### src/logic/motion_engine_pkg.sv
// constants for the motion engine register bank
`default_nettype none
package motion_engine_pkg;
	localparam int ADDR_W = 12;

	localparam logic [ADDR_W-1:0] ENGINE_ENABLE_KEY_OFS       = 12'h100;
	localparam logic [ADDR_W-1:0] MOTION_SENSITIVITY_OFS      = 12'h101;
	localparam logic [ADDR_W-1:0] MOTION_STATUS_CONTROL0_OFS  = 12'h102;
	localparam logic [ADDR_W-1:0] ENGINE_STATUS_CONTROL1_OFS  = 12'h103;
	localparam logic [ADDR_W-1:0] RANGE_CONTROL2_OFS          = 12'h104;
	localparam logic [ADDR_W-1:0] ADC_SCAN_REQUEST3_OFS       = 12'h105;
	localparam logic [ADDR_W-1:0] ADC_SCAN_RESULT_LO_OFS      = 12'h10a;
	localparam logic [ADDR_W-1:0] ADC_SCAN_RESULT_HI_OFS      = 12'h10b;
	localparam logic [ADDR_W-1:0] ENGINE_SOFTWARE_VERSION_OFS = 12'h10c;

	localparam logic [7:0] ENGINE_OFF_KEY = 8'h00;
	localparam logic [7:0] ENGINE_ON_KEY  = 8'h11;

	// motion_status_control0 field positions
	localparam int SC0_EXT_HI    = 7;
	localparam int SC0_EXT_LO    = 6;
	localparam int SC0_DISABLED  = 5;
	localparam int SC0_SUSPEND   = 4;
	localparam int SC0_DIR_CTRL  = 3;
	localparam int SC0_DIRECTION = 2;
	localparam int SC0_MOTION    = 1;
	localparam int SC0_STABLE    = 0;

	// engine_status_control1 one-second tick bit
	localparam int SC1_TICK = 7;

	// range field of range_control2 that stretches the duration check
	localparam int RANGE_HI = 3;
	localparam int RANGE_LO = 0;

	localparam logic [7:0] REG_RESET  = 8'h00;
	localparam logic [7:0] READ_EMPTY = 8'h00;
	localparam int         THR_W      = 10;
	localparam int         RUN_W      = 10;
endpackage
`default_nettype wire

### src/logic/motion_qualifier.sv
// run-length check that accepts a motion signal once it lasts long enough
`default_nettype none
module motion_qualifier #(
	parameter int THR_W = 10,
	parameter int RUN_W = 10
) (
	// clock and reset
	input  wire logic             core_clk_i,
	input  wire logic             rst_i,
	// control
	input  wire logic             clear_i,
	input  wire logic             step_i,
	input  wire logic             motion_raw_i,
	input  wire logic [THR_W-1:0] threshold_i,
	// result
	output logic                  accept_o
);
	logic [RUN_W-1:0] run;
	logic             done;

	// run counts consecutive samples with the raw signal high
	always_ff @(posedge core_clk_i or posedge rst_i) begin
		if (rst_i) begin
			run  <= '0;
			done <= 1'b0;
		end else if (clear_i) begin
			run  <= '0;
			done <= 1'b0;
		end else if (step_i) begin
			if (!motion_raw_i) begin
				run  <= '0;
				done <= 1'b0;
			end else if (!done && run >= RUN_W'(threshold_i)) begin
				done <= 1'b1; // one event per continuous signal
			end else if (!done) begin
				run <= run + RUN_W'(1);
			end
		end
	end

	always_ff @(posedge core_clk_i or posedge rst_i) begin
		if (rst_i) begin
			accept_o <= 1'b0;
		end else begin
			accept_o <= step_i && !clear_i && motion_raw_i && !done
				&& run >= RUN_W'(threshold_i);
		end
	end
endmodule
`default_nettype wire

### src/logic/motion_engine_regs.sv
// register bank and engine control of the passive infrared motion engine
//
// Behaviour
// - writing key 11h enables all primary detection functions per control registers
// - writing key 00h stops every function until the engine is enabled again
// - reading the enable register returns exactly the last written value
// - on enable, configuration is captured and engine status fields reset
// - engine disabled status shows in bit 5 of status control 0
// - sensitivity 00h is most sensitive, FFh least; no defined default
// - sensitivity sets the minimum duration a motion signal must last
// - lower sensitivity values extend range, higher values shorten it
// - status control 0 holds level, disabled, suspend, dir, motion, stable
// - two-bit extended level selects four levels catching subtler motion
// - extended level 00 least sensitive, 11 most sensitive
// - higher extended level weakens the effect of the range setting
// - adc result at 10Ah/10Bh, version at 10Ch, scan request at 105h
// - disable takes hold at the next adc interrupt, setting disabled bit
// - engine sets motion detected; a software write of zero or the next enable clears it
// - suspend stops detection, sampling goes on; resume at next adc interrupt
`default_nettype none
module motion_engine_regs
	import motion_engine_pkg::*;
#(
	parameter logic [7:0] VERSION_CODE = 8'h01, // arbitrary value
	parameter int         ADC_W        = 16
) (
	// clock and reset
	input  wire logic                               core_clk_i,
	input  wire logic                               rst_i,
	// register port
	input  wire logic [motion_engine_pkg::ADDR_W-1:0] reg_addr_i,
	input  wire logic                               reg_wr_i,
	input  wire logic [7:0]                         reg_wdata_i,
	input  wire logic                               reg_rd_i,
	output logic      [7:0]                         reg_rdata_o,
	// engine events
	input  wire logic                               engine_init_entry_i,
	input  wire logic                               adc_irq_i,
	input  wire logic [ADC_W-1:0]                   adc_data_i,
	// sensor front end
	input  wire logic                               motion_raw_i,
	input  wire logic                               motion_dir_i,
	input  wire logic                               sensor_stable_i,
	// status
	output logic                                    engine_running_o,
	output logic                                    motion_detected_o,
	output logic                                    detection_active_o
);
	import motion_engine_pkg::*;

	logic [7:0]       engine_enable_key;
	logic [7:0]       motion_sensitivity;
	logic [1:0]       ext_level;
	logic             engine_disabled;
	logic             detection_suspend;
	logic             dir_control;
	logic             direction;
	logic             motion;
	logic             stable;
	logic [7:0]       engine_status_control1;
	logic [7:0]       range_control2;
	logic [7:0]       adc_scan_request3;
	logic [ADC_W-1:0] adc_scan_result;
	logic             suspend_active;
	logic [7:0]       cfg_sens;
	logic [1:0]       cfg_ext;
	logic [3:0]       cfg_range;
	logic             cfg_dir;
	logic             accept;
	logic             enable_event;
	logic             disable_event;
	logic             step;
	logic             wr_key;
	logic             wr_sc0;
	logic             wr_sc1;
	logic [THR_W-1:0] threshold;
	logic [7:0]       next_rdata;

	// range weight shrinks with the extended level, level also trims the check
	function automatic logic [THR_W-1:0] duration_threshold(
		input logic [7:0] sens,
		input logic [3:0] range,
		input logic [1:0] ext
	);
		logic [THR_W-1:0] sum;
		sum = THR_W'(sens) + (THR_W'(range) >> ext);
		if (sum > THR_W'(ext)) begin
			duration_threshold = sum - THR_W'(ext);
		end else begin
			duration_threshold = '0;
		end
	endfunction

	assign wr_key = reg_wr_i && reg_addr_i == ENGINE_ENABLE_KEY_OFS;
	assign wr_sc0 = reg_wr_i && reg_addr_i == MOTION_STATUS_CONTROL0_OFS;
	assign wr_sc1 = reg_wr_i && reg_addr_i == ENGINE_STATUS_CONTROL1_OFS;

	// enabling happens at the init entry or at an interrupt with the on key held
	assign enable_event  = engine_disabled && engine_enable_key == ENGINE_ON_KEY
		&& (engine_init_entry_i || adc_irq_i);
	// disable only takes hold when the engine next runs, as in firmware
	assign disable_event = !engine_disabled && adc_irq_i
		&& engine_enable_key == ENGINE_OFF_KEY;
	assign step = adc_irq_i && !engine_disabled && !disable_event && !enable_event;

	always_ff @(posedge core_clk_i or posedge rst_i) begin
		if (rst_i) begin
			engine_enable_key <= REG_RESET;
		end else if (wr_key) begin
			engine_enable_key <= reg_wdata_i; // stored as written
		end
	end

	// reserved keys match neither pattern, so no event fires
	always_ff @(posedge core_clk_i or posedge rst_i) begin
		if (rst_i) begin
			engine_disabled <= 1'b1;
		end else if (enable_event) begin
			engine_disabled <= 1'b0;
		end else if (disable_event) begin
			engine_disabled <= 1'b1;
		end
	end

	// application-controlled bytes; sensitivity has no documented default
	always_ff @(posedge core_clk_i or posedge rst_i) begin
		if (rst_i) begin
			motion_sensitivity <= REG_RESET;
			range_control2     <= REG_RESET;
			adc_scan_request3  <= REG_RESET;
		end else if (reg_wr_i) begin
			if (reg_addr_i == MOTION_SENSITIVITY_OFS) begin
				motion_sensitivity <= reg_wdata_i;
			end else if (reg_addr_i == RANGE_CONTROL2_OFS) begin
				range_control2 <= reg_wdata_i;
			end else if (reg_addr_i == ADC_SCAN_REQUEST3_OFS) begin
				adc_scan_request3 <= reg_wdata_i;
			end
		end
	end

	// tick: software sets, engine clears at its interrupt; a write wins
	always_ff @(posedge core_clk_i or posedge rst_i) begin
		if (rst_i) begin
			engine_status_control1 <= REG_RESET;
		end else if (wr_sc1) begin
			engine_status_control1 <= reg_wdata_i;
		end else if (step) begin
			engine_status_control1[SC1_TICK] <= 1'b0;
		end
	end

	// writable fields of status control 0
	always_ff @(posedge core_clk_i or posedge rst_i) begin
		if (rst_i) begin
			ext_level         <= 2'h0;
			detection_suspend <= 1'b0;
			dir_control       <= 1'b0;
		end else if (wr_sc0) begin
			ext_level         <= reg_wdata_i[SC0_EXT_HI:SC0_EXT_LO];
			detection_suspend <= reg_wdata_i[SC0_SUSPEND];
			dir_control       <= reg_wdata_i[SC0_DIR_CTRL];
		end
	end

	// suspend is sampled when an interrupt runs and when the engine is enabled
	always_ff @(posedge core_clk_i or posedge rst_i) begin
		if (rst_i) begin
			suspend_active <= 1'b0;
		end else if (enable_event) begin
			suspend_active <= detection_suspend;
		end else if (adc_irq_i) begin
			suspend_active <= detection_suspend;
		end
	end

	// configuration seen by the engine, refreshed on enable and each run
	always_ff @(posedge core_clk_i or posedge rst_i) begin
		if (rst_i) begin
			cfg_sens  <= REG_RESET;
			cfg_ext   <= 2'h0;
			cfg_range <= 4'h0;
			cfg_dir   <= 1'b0;
		end else if (enable_event || step) begin
			cfg_sens  <= motion_sensitivity;
			cfg_ext   <= ext_level;
			cfg_range <= range_control2[RANGE_HI:RANGE_LO];
			cfg_dir   <= dir_control;
		end
	end

	assign threshold = duration_threshold(cfg_sens, cfg_range, cfg_ext);

	motion_qualifier #(
		.THR_W(THR_W),
		.RUN_W(RUN_W)
	) qualifier (
		.core_clk_i  (core_clk_i),
		.rst_i       (rst_i),
		.clear_i     (enable_event),
		.step_i      (step && !suspend_active), // detection halted
		.motion_raw_i(motion_raw_i),
		.threshold_i (threshold),
		.accept_o    (accept)
	);

	// motion sticks until software writes a zero or the engine is enabled; a new event wins over the write
	always_ff @(posedge core_clk_i or posedge rst_i) begin
		if (rst_i) begin
			motion    <= 1'b0;
			direction <= 1'b0;
		end else if (enable_event) begin
			motion    <= 1'b0;
			direction <= 1'b0;
		end else if (accept && !engine_disabled) begin
			motion <= 1'b1;
			if (!motion) begin
				direction <= cfg_dir && motion_dir_i; // latched with the event
			end
		end else if (wr_sc0 && !reg_wdata_i[SC0_MOTION]) begin
			motion <= 1'b0;
		end
	end

	// stability restarts on every enable
	always_ff @(posedge core_clk_i or posedge rst_i) begin
		if (rst_i) begin
			stable <= 1'b0;
		end else if (enable_event) begin
			stable <= 1'b0;
		end else if (step) begin
			stable <= sensor_stable_i;
		end
	end

	// sampling goes on during suspend so that recovery is quick
	always_ff @(posedge core_clk_i or posedge rst_i) begin
		if (rst_i) begin
			adc_scan_result <= '0;
		end else if (step) begin
			adc_scan_result <= adc_data_i;
		end
	end

	always_comb begin
		next_rdata = READ_EMPTY;
		if (reg_addr_i == ENGINE_ENABLE_KEY_OFS) begin
			next_rdata = engine_enable_key;
		end else if (reg_addr_i == MOTION_SENSITIVITY_OFS) begin
			next_rdata = motion_sensitivity;
		end else if (reg_addr_i == MOTION_STATUS_CONTROL0_OFS) begin
			next_rdata = {ext_level, engine_disabled, detection_suspend,
				dir_control, direction, motion, stable};
		end else if (reg_addr_i == ENGINE_STATUS_CONTROL1_OFS) begin
			next_rdata = engine_status_control1;
		end else if (reg_addr_i == RANGE_CONTROL2_OFS) begin
			next_rdata = range_control2;
		end else if (reg_addr_i == ADC_SCAN_REQUEST3_OFS) begin
			next_rdata = adc_scan_request3;
		end else if (reg_addr_i == ADC_SCAN_RESULT_LO_OFS) begin
			next_rdata = adc_scan_result[7:0];
		end else if (reg_addr_i == ADC_SCAN_RESULT_HI_OFS) begin
			next_rdata = adc_scan_result[ADC_W-1:ADC_W-8];
		end else if (reg_addr_i == ENGINE_SOFTWARE_VERSION_OFS) begin
			next_rdata = VERSION_CODE;
		end
	end

	always_ff @(posedge core_clk_i or posedge rst_i) begin
		if (rst_i) begin
			reg_rdata_o <= READ_EMPTY;
		end else if (reg_rd_i) begin
			reg_rdata_o <= next_rdata;
		end
	end

	assign engine_running_o   = !engine_disabled;
	assign motion_detected_o  = motion;
	assign detection_active_o = !engine_disabled && !suspend_active;
endmodule
`default_nettype wire

### config.mk
export PLATFORM = sky130hd
export DESIGN_NAME = motion_engine_regs
export DESIGN_NICKNAME = d
export VERILOG_FILES = /design/src/logic/motion_engine_pkg.sv /design/src/logic/motion_qualifier.sv /design/src/logic/motion_engine_regs.sv
export SDC_FILE = /design/constraint.sdc
export NUM_CORES = 1
export LEC_CHECK = 0
export ABC_AREA = 1
export BUFFER_PORTS_ARGS = -buffer_cell sky130_fd_sc_hd__buf_2
export CAP_MARGIN = 40
export CORE_AREA = 2 2 130 107
export DETAILED_ROUTE_END_ITERATION = 12
export DIE_AREA = 0 0 132 109
export SLEW_MARGIN = 20
export SYNTH_ARGS = -nofsm -noshare
export SYNTH_HDL_FRONTEND = slang
export SYNTH_SLANG_ARGS = --single-unit
### constraint.sdc
create_clock -name core_clk_i -period 4.3 [get_ports core_clk_i]
set_clock_uncertainty 0.15 [all_clocks]
set_input_delay 0 -clock core_clk_i [delete_from_list [all_inputs] [get_ports core_clk_i]]
set_output_delay 0 -clock core_clk_i [all_outputs]
set_load 0.03 [all_outputs]
==> results.py <==
metrics = {
    "placement": {
        "gp_congestion": 0.922,
        "dp_hpwl_mm": 11.3,
        "portBuffers": 55,
        "dp.cells": 948,
    },
    "floorplanning": {
        "num_rows": 38,
        "pin_count": 56,
        "start_util_pct": 43.8,
        "die_x_um": 132,
        "core_sq_um": 13200,
        "dieArea_sq_um": 14400,
        "die_h_um": 109,
    },
    "synthesis": {
        "synth-seq-cells": 100,
        "synth.most_common_cell": "nand2_1",
        "synth_top_area_share_pct": 42.9,
        "seq_area_frac_synth_pct": 43.4,
        "ys_warn_count": 0,
        "synth_area_sq_um": 5770,
        "synth.distinct_cells": 50,
        "syn_inst": 725,
        "synth_top_area_cell": "dfrtp_1",
        "synth_nets": 789,
        "synth_edf_count": 0,
        "ys_async_sr_fraction_pct": 100,
        "synthFlopType": "dfrtp_1",
        "synth.area.top_cells": "dfrtp_1 (43%), nand2_1 (10%), nor2_1 (5.8%)",
        "synth_common_cells": "nand2_1 (158), dfrtp_1 (99), nor2_1 (89)",
        "syn_avg_cell_area_sq_um": 7.96,
    },
    "global_route": {
        "grt_pass1_wl_mm": 25.5,
        "grt_overflow_total": 0,
        "grtUsageTotal_pct": 22.6,
        "grt_pass1_vias": 5096,
        "grt_max_degree": 40,
        "grt_antenna_before_repair": 0,
    },
    "layout": {
        "syn_to_final_growth_pct": 21.4,
        "nNetsFinal": 881,
        "diodes": 0,
        "drive_gt1_share_pct": 20.0,
        "fin_util_pct": 53.2,
        "instances_no_fill": 1002,
    },
    "critical_path": {
        "arrival_ns": 4.24,
        "cp-start-kind": "flop",
        "path_max_fanout": 8,
        "crit_cells": 23,
        "crit_family": "simple AND/OR/NAND/NOR gates",
        "crit_path_end_kind": "flop",
        "crit-reg2reg-launch": "cfg_ext[0]",
        "cp_cell_sequence": "o21ai_0, a21oi_1, ha_2, fa_1, ha_1, inv_1, nor2_1, nor3_2, nand2_1, nor2_4, buf_4, nand4_1, nand3_1, ha_4, nand2_2, nor2_2, o211ai_1, nand4_1, nor2_2, nand2_4, nand2_4, nand2_1, o21ai_1",
        "reg2reg_depth": 23,
        "critical_path_required_ns": 4.44,
        "rrSetupSlack_ns": 0.20,
        "path_buf_inv": 2,
        "cp_slowest_stage_delay_ns": 0.50,
        "cpMaxStageDelayCell": "fa_1",
        "r2r-end": "qualifier.run[3]",
        "critical_path_class": "reg -> reg",
        "startpoint": "cfg_ext[0]",
    },
    "power_and_ir_drop": {
        "vdd_drop_max_uv": 199,
        "p_leak_nw": 3.52,
        "cellPowerDensity_nw_per_um2": 278,
    },
    "cts": {
        "clkSinkCount": 100,
        "root_buffer": "clkbuf_16",
        "clock_latency_ns": 0.36,
        "numCtsBuffers": 9,
        "cts_tree": "done",
        "h-tree-depth": 3,
        "clockBufferDepth": 2,
        "cts.clk_slew.worst_paths_ns": 0.08,
    },
    "timing": {
        "maxSlewHeadroom_pct": 44.6,
        "tightest_slew_ns": 0.823,
        "setup_viol": 0,
        "fmax_mhz": 244,
        "period_needed_ns": 4.10,
        "setup_tns_ns": 0,
        "maxSlewViolCount": 0,
        "hold_viol": 0,
        "fin_crit_sh_pct": 95.4,
    },
    "job": {
        "drv_cap": 0,
    },
    "drt": {
        "drc_errors": 0,
        "drtIter0Drc": 413,
        "antenna_left": 0,
        "drt-vias-per-instance": 5.12,
        "vias": 5128,
        "wl_mm": 15.3,
        "wl_per_cell_um": 15.3,
        "drt_pass1_iterations": 6,
    },
    "status": {
        "outcome": "finished clean",
    },
    "worst_hold_path": {
        "hold_path_class": "in -> async",
    },
}
==> layer usage <==
metal	vias up	global-route usage, %	wire length, um
li1	2563	-	-
met1	2440	32.4	7660
met2	113	35.0	6740
met3	12	5.30	797
met4	0	5.28	149
met5	-	0	0
==> worst reg2reg max path: stages, from the launching register on <==
cell      delay, ns
dfrtp_1        0.42
o21ai_0        0.25
a21oi_1        0.11
ha_2           0.22
fa_1           0.50
ha_1           0.32
inv_1          0.06
nor2_1         0.04
nor3_2         0.14
nand2_1        0.12
nor2_4         0.16
buf_4          0.12
nand4_1        0.09
nand3_1        0.15
ha_4           0.22
nand2_2        0.08
nor2_2         0.05
o211ai_1       0.10
nand4_1        0.16
nor2_2         0.20
nand2_4        0.12
nand2_4        0.13
nand2_1        0.06
o21ai_1        0.07
==> cell families (layout without fill, tap and decap cells) <==
kind of cell    count (synthesis)  after routing  share of synthesized area, %
simple gates                  370            371                          30.3
compound gates                108            108                          10.1
buf+inv                       102            198                          7.15
flops                         100            100                          43.4
fa+ha+maj                      19             19                          4.38
mux                            17             17                          3.32
xor+xnor                        9              9                          1.37
==> sequential cells by signal, summed over array words and instances (netlist names) <==
register / flops
adc_scan_request3: 8
adc_scan_result: 16
cfg_dir: 1
cfg_ext: 2
cfg_range: 4
cfg_sens: 8
detection_suspend: 1
dir_control: 1
direction: 1
engine_disabled: 1
engine_enable_key: 8
engine_status_control1: 8
ext_level: 2
motion_detected_o: 1
motion_sensitivity: 8
qualifier.accept_o: 1
qualifier.done: 1
qualifier.run: 10
range_control2: 8
reg_rdata_o: 8
stable: 1
suspend_active: 1
==> how the worst max path moves through the flow <==
stage                  endpoint
2_1_floorplan  qualifier.run[3]
3_3_place_gp   qualifier.run[3]
3_5_place_dp   qualifier.run[3]
4_1_cts        qualifier.run[3]
5_1_grt        qualifier.run[3]
6_report       qualifier.run[3]
==> cell type report <==
type                            instances  area [sq um]
Tap cell                              180           225
Inverter                               86           325
Clock inverter                          7          88.8
Fill cell                            1261          6160
Sequential cell                       100          2500
Timing Repair Buffer                   96           676
Clock buffer                            9           225
Multi-Input combinational cell        524          2960
==> where the power goes <==
group | switching (mW) | total, mW | internal, mW
combinational | 0.0770 | 0.126 | 0.0490
clock | 0.403 | 0.871 | 0.468
sequential | 0.00477 | 0.951 | 0.946
total | 0.485 | 1.95 | 1.46
==> layout by cell type, fill, tap and decap left out, types with 2 or more instances in the layout <==
cell,Yosys,routed
nand3b_1,3,3
o21ai_1,25,26
a21oi_2,2,4
nor2_1,89,86
nand4_1,17,17
buf_4,2,8
ha_4,0,3
xor2_1,5,3
clkbuf_16,0,9
nand2_1,158,156
inv_8,0,3
nor3_1,7,7
fa_1,2,2
inv_1,74,70
dlygate4sd3_1,0,32
a21oi_1,28,26
buf_2,6,55
xor2_2,0,2
nor2_2,3,5
inv_6,0,2
inv_2,11,14
nor2_4,2,3
dfrtp_1,99,99
mux2_2,16,16
nor2_8,2,2
o21ai_0,43,42
nand3_1,57,57
nand2_4,2,5
xnor2_1,4,3
ha_1,17,13
o21ai_2,4,4
nand2_2,8,8
nand3_2,6,6
nor4_1,6,6
==> repair_timing <==
| action | in CTS | in global routing |
|---|---|---|
| resized for setup | 1 | 21 |
| hold endpoints to repair | 141 | 0 |
| buffers inserted | 0 | 5 |
| pin swaps | 0 | 9 |
| hold buffers | 32 | 0 |
| endpoints found under the setup margin | 9 | 11 |
| cloned | 0 | 1 |
==> metrics by stage <==
stage | hold WS (ns) | area [sq um] | setup slack, ns | total power, mW
2_1_floorplan | -0.00314 | 5770 | 0.289 | 1.03
5_1_grt | 0.0688 | 7010 | -0.0658 | 2.01
3_5_place_dp | -0.123 | 6230 | -0.0573 | 1.08
4_1_cts | 0.0490 | 6870 | 0.00245 | 1.97
6_report | 0.0345 | 7010 | 0.197 | 1.95
3_3_place_gp | 0.0793 | 6210 | 0.0985 | 1.07
No activity file was read; power rests on OpenSTA's default activity.
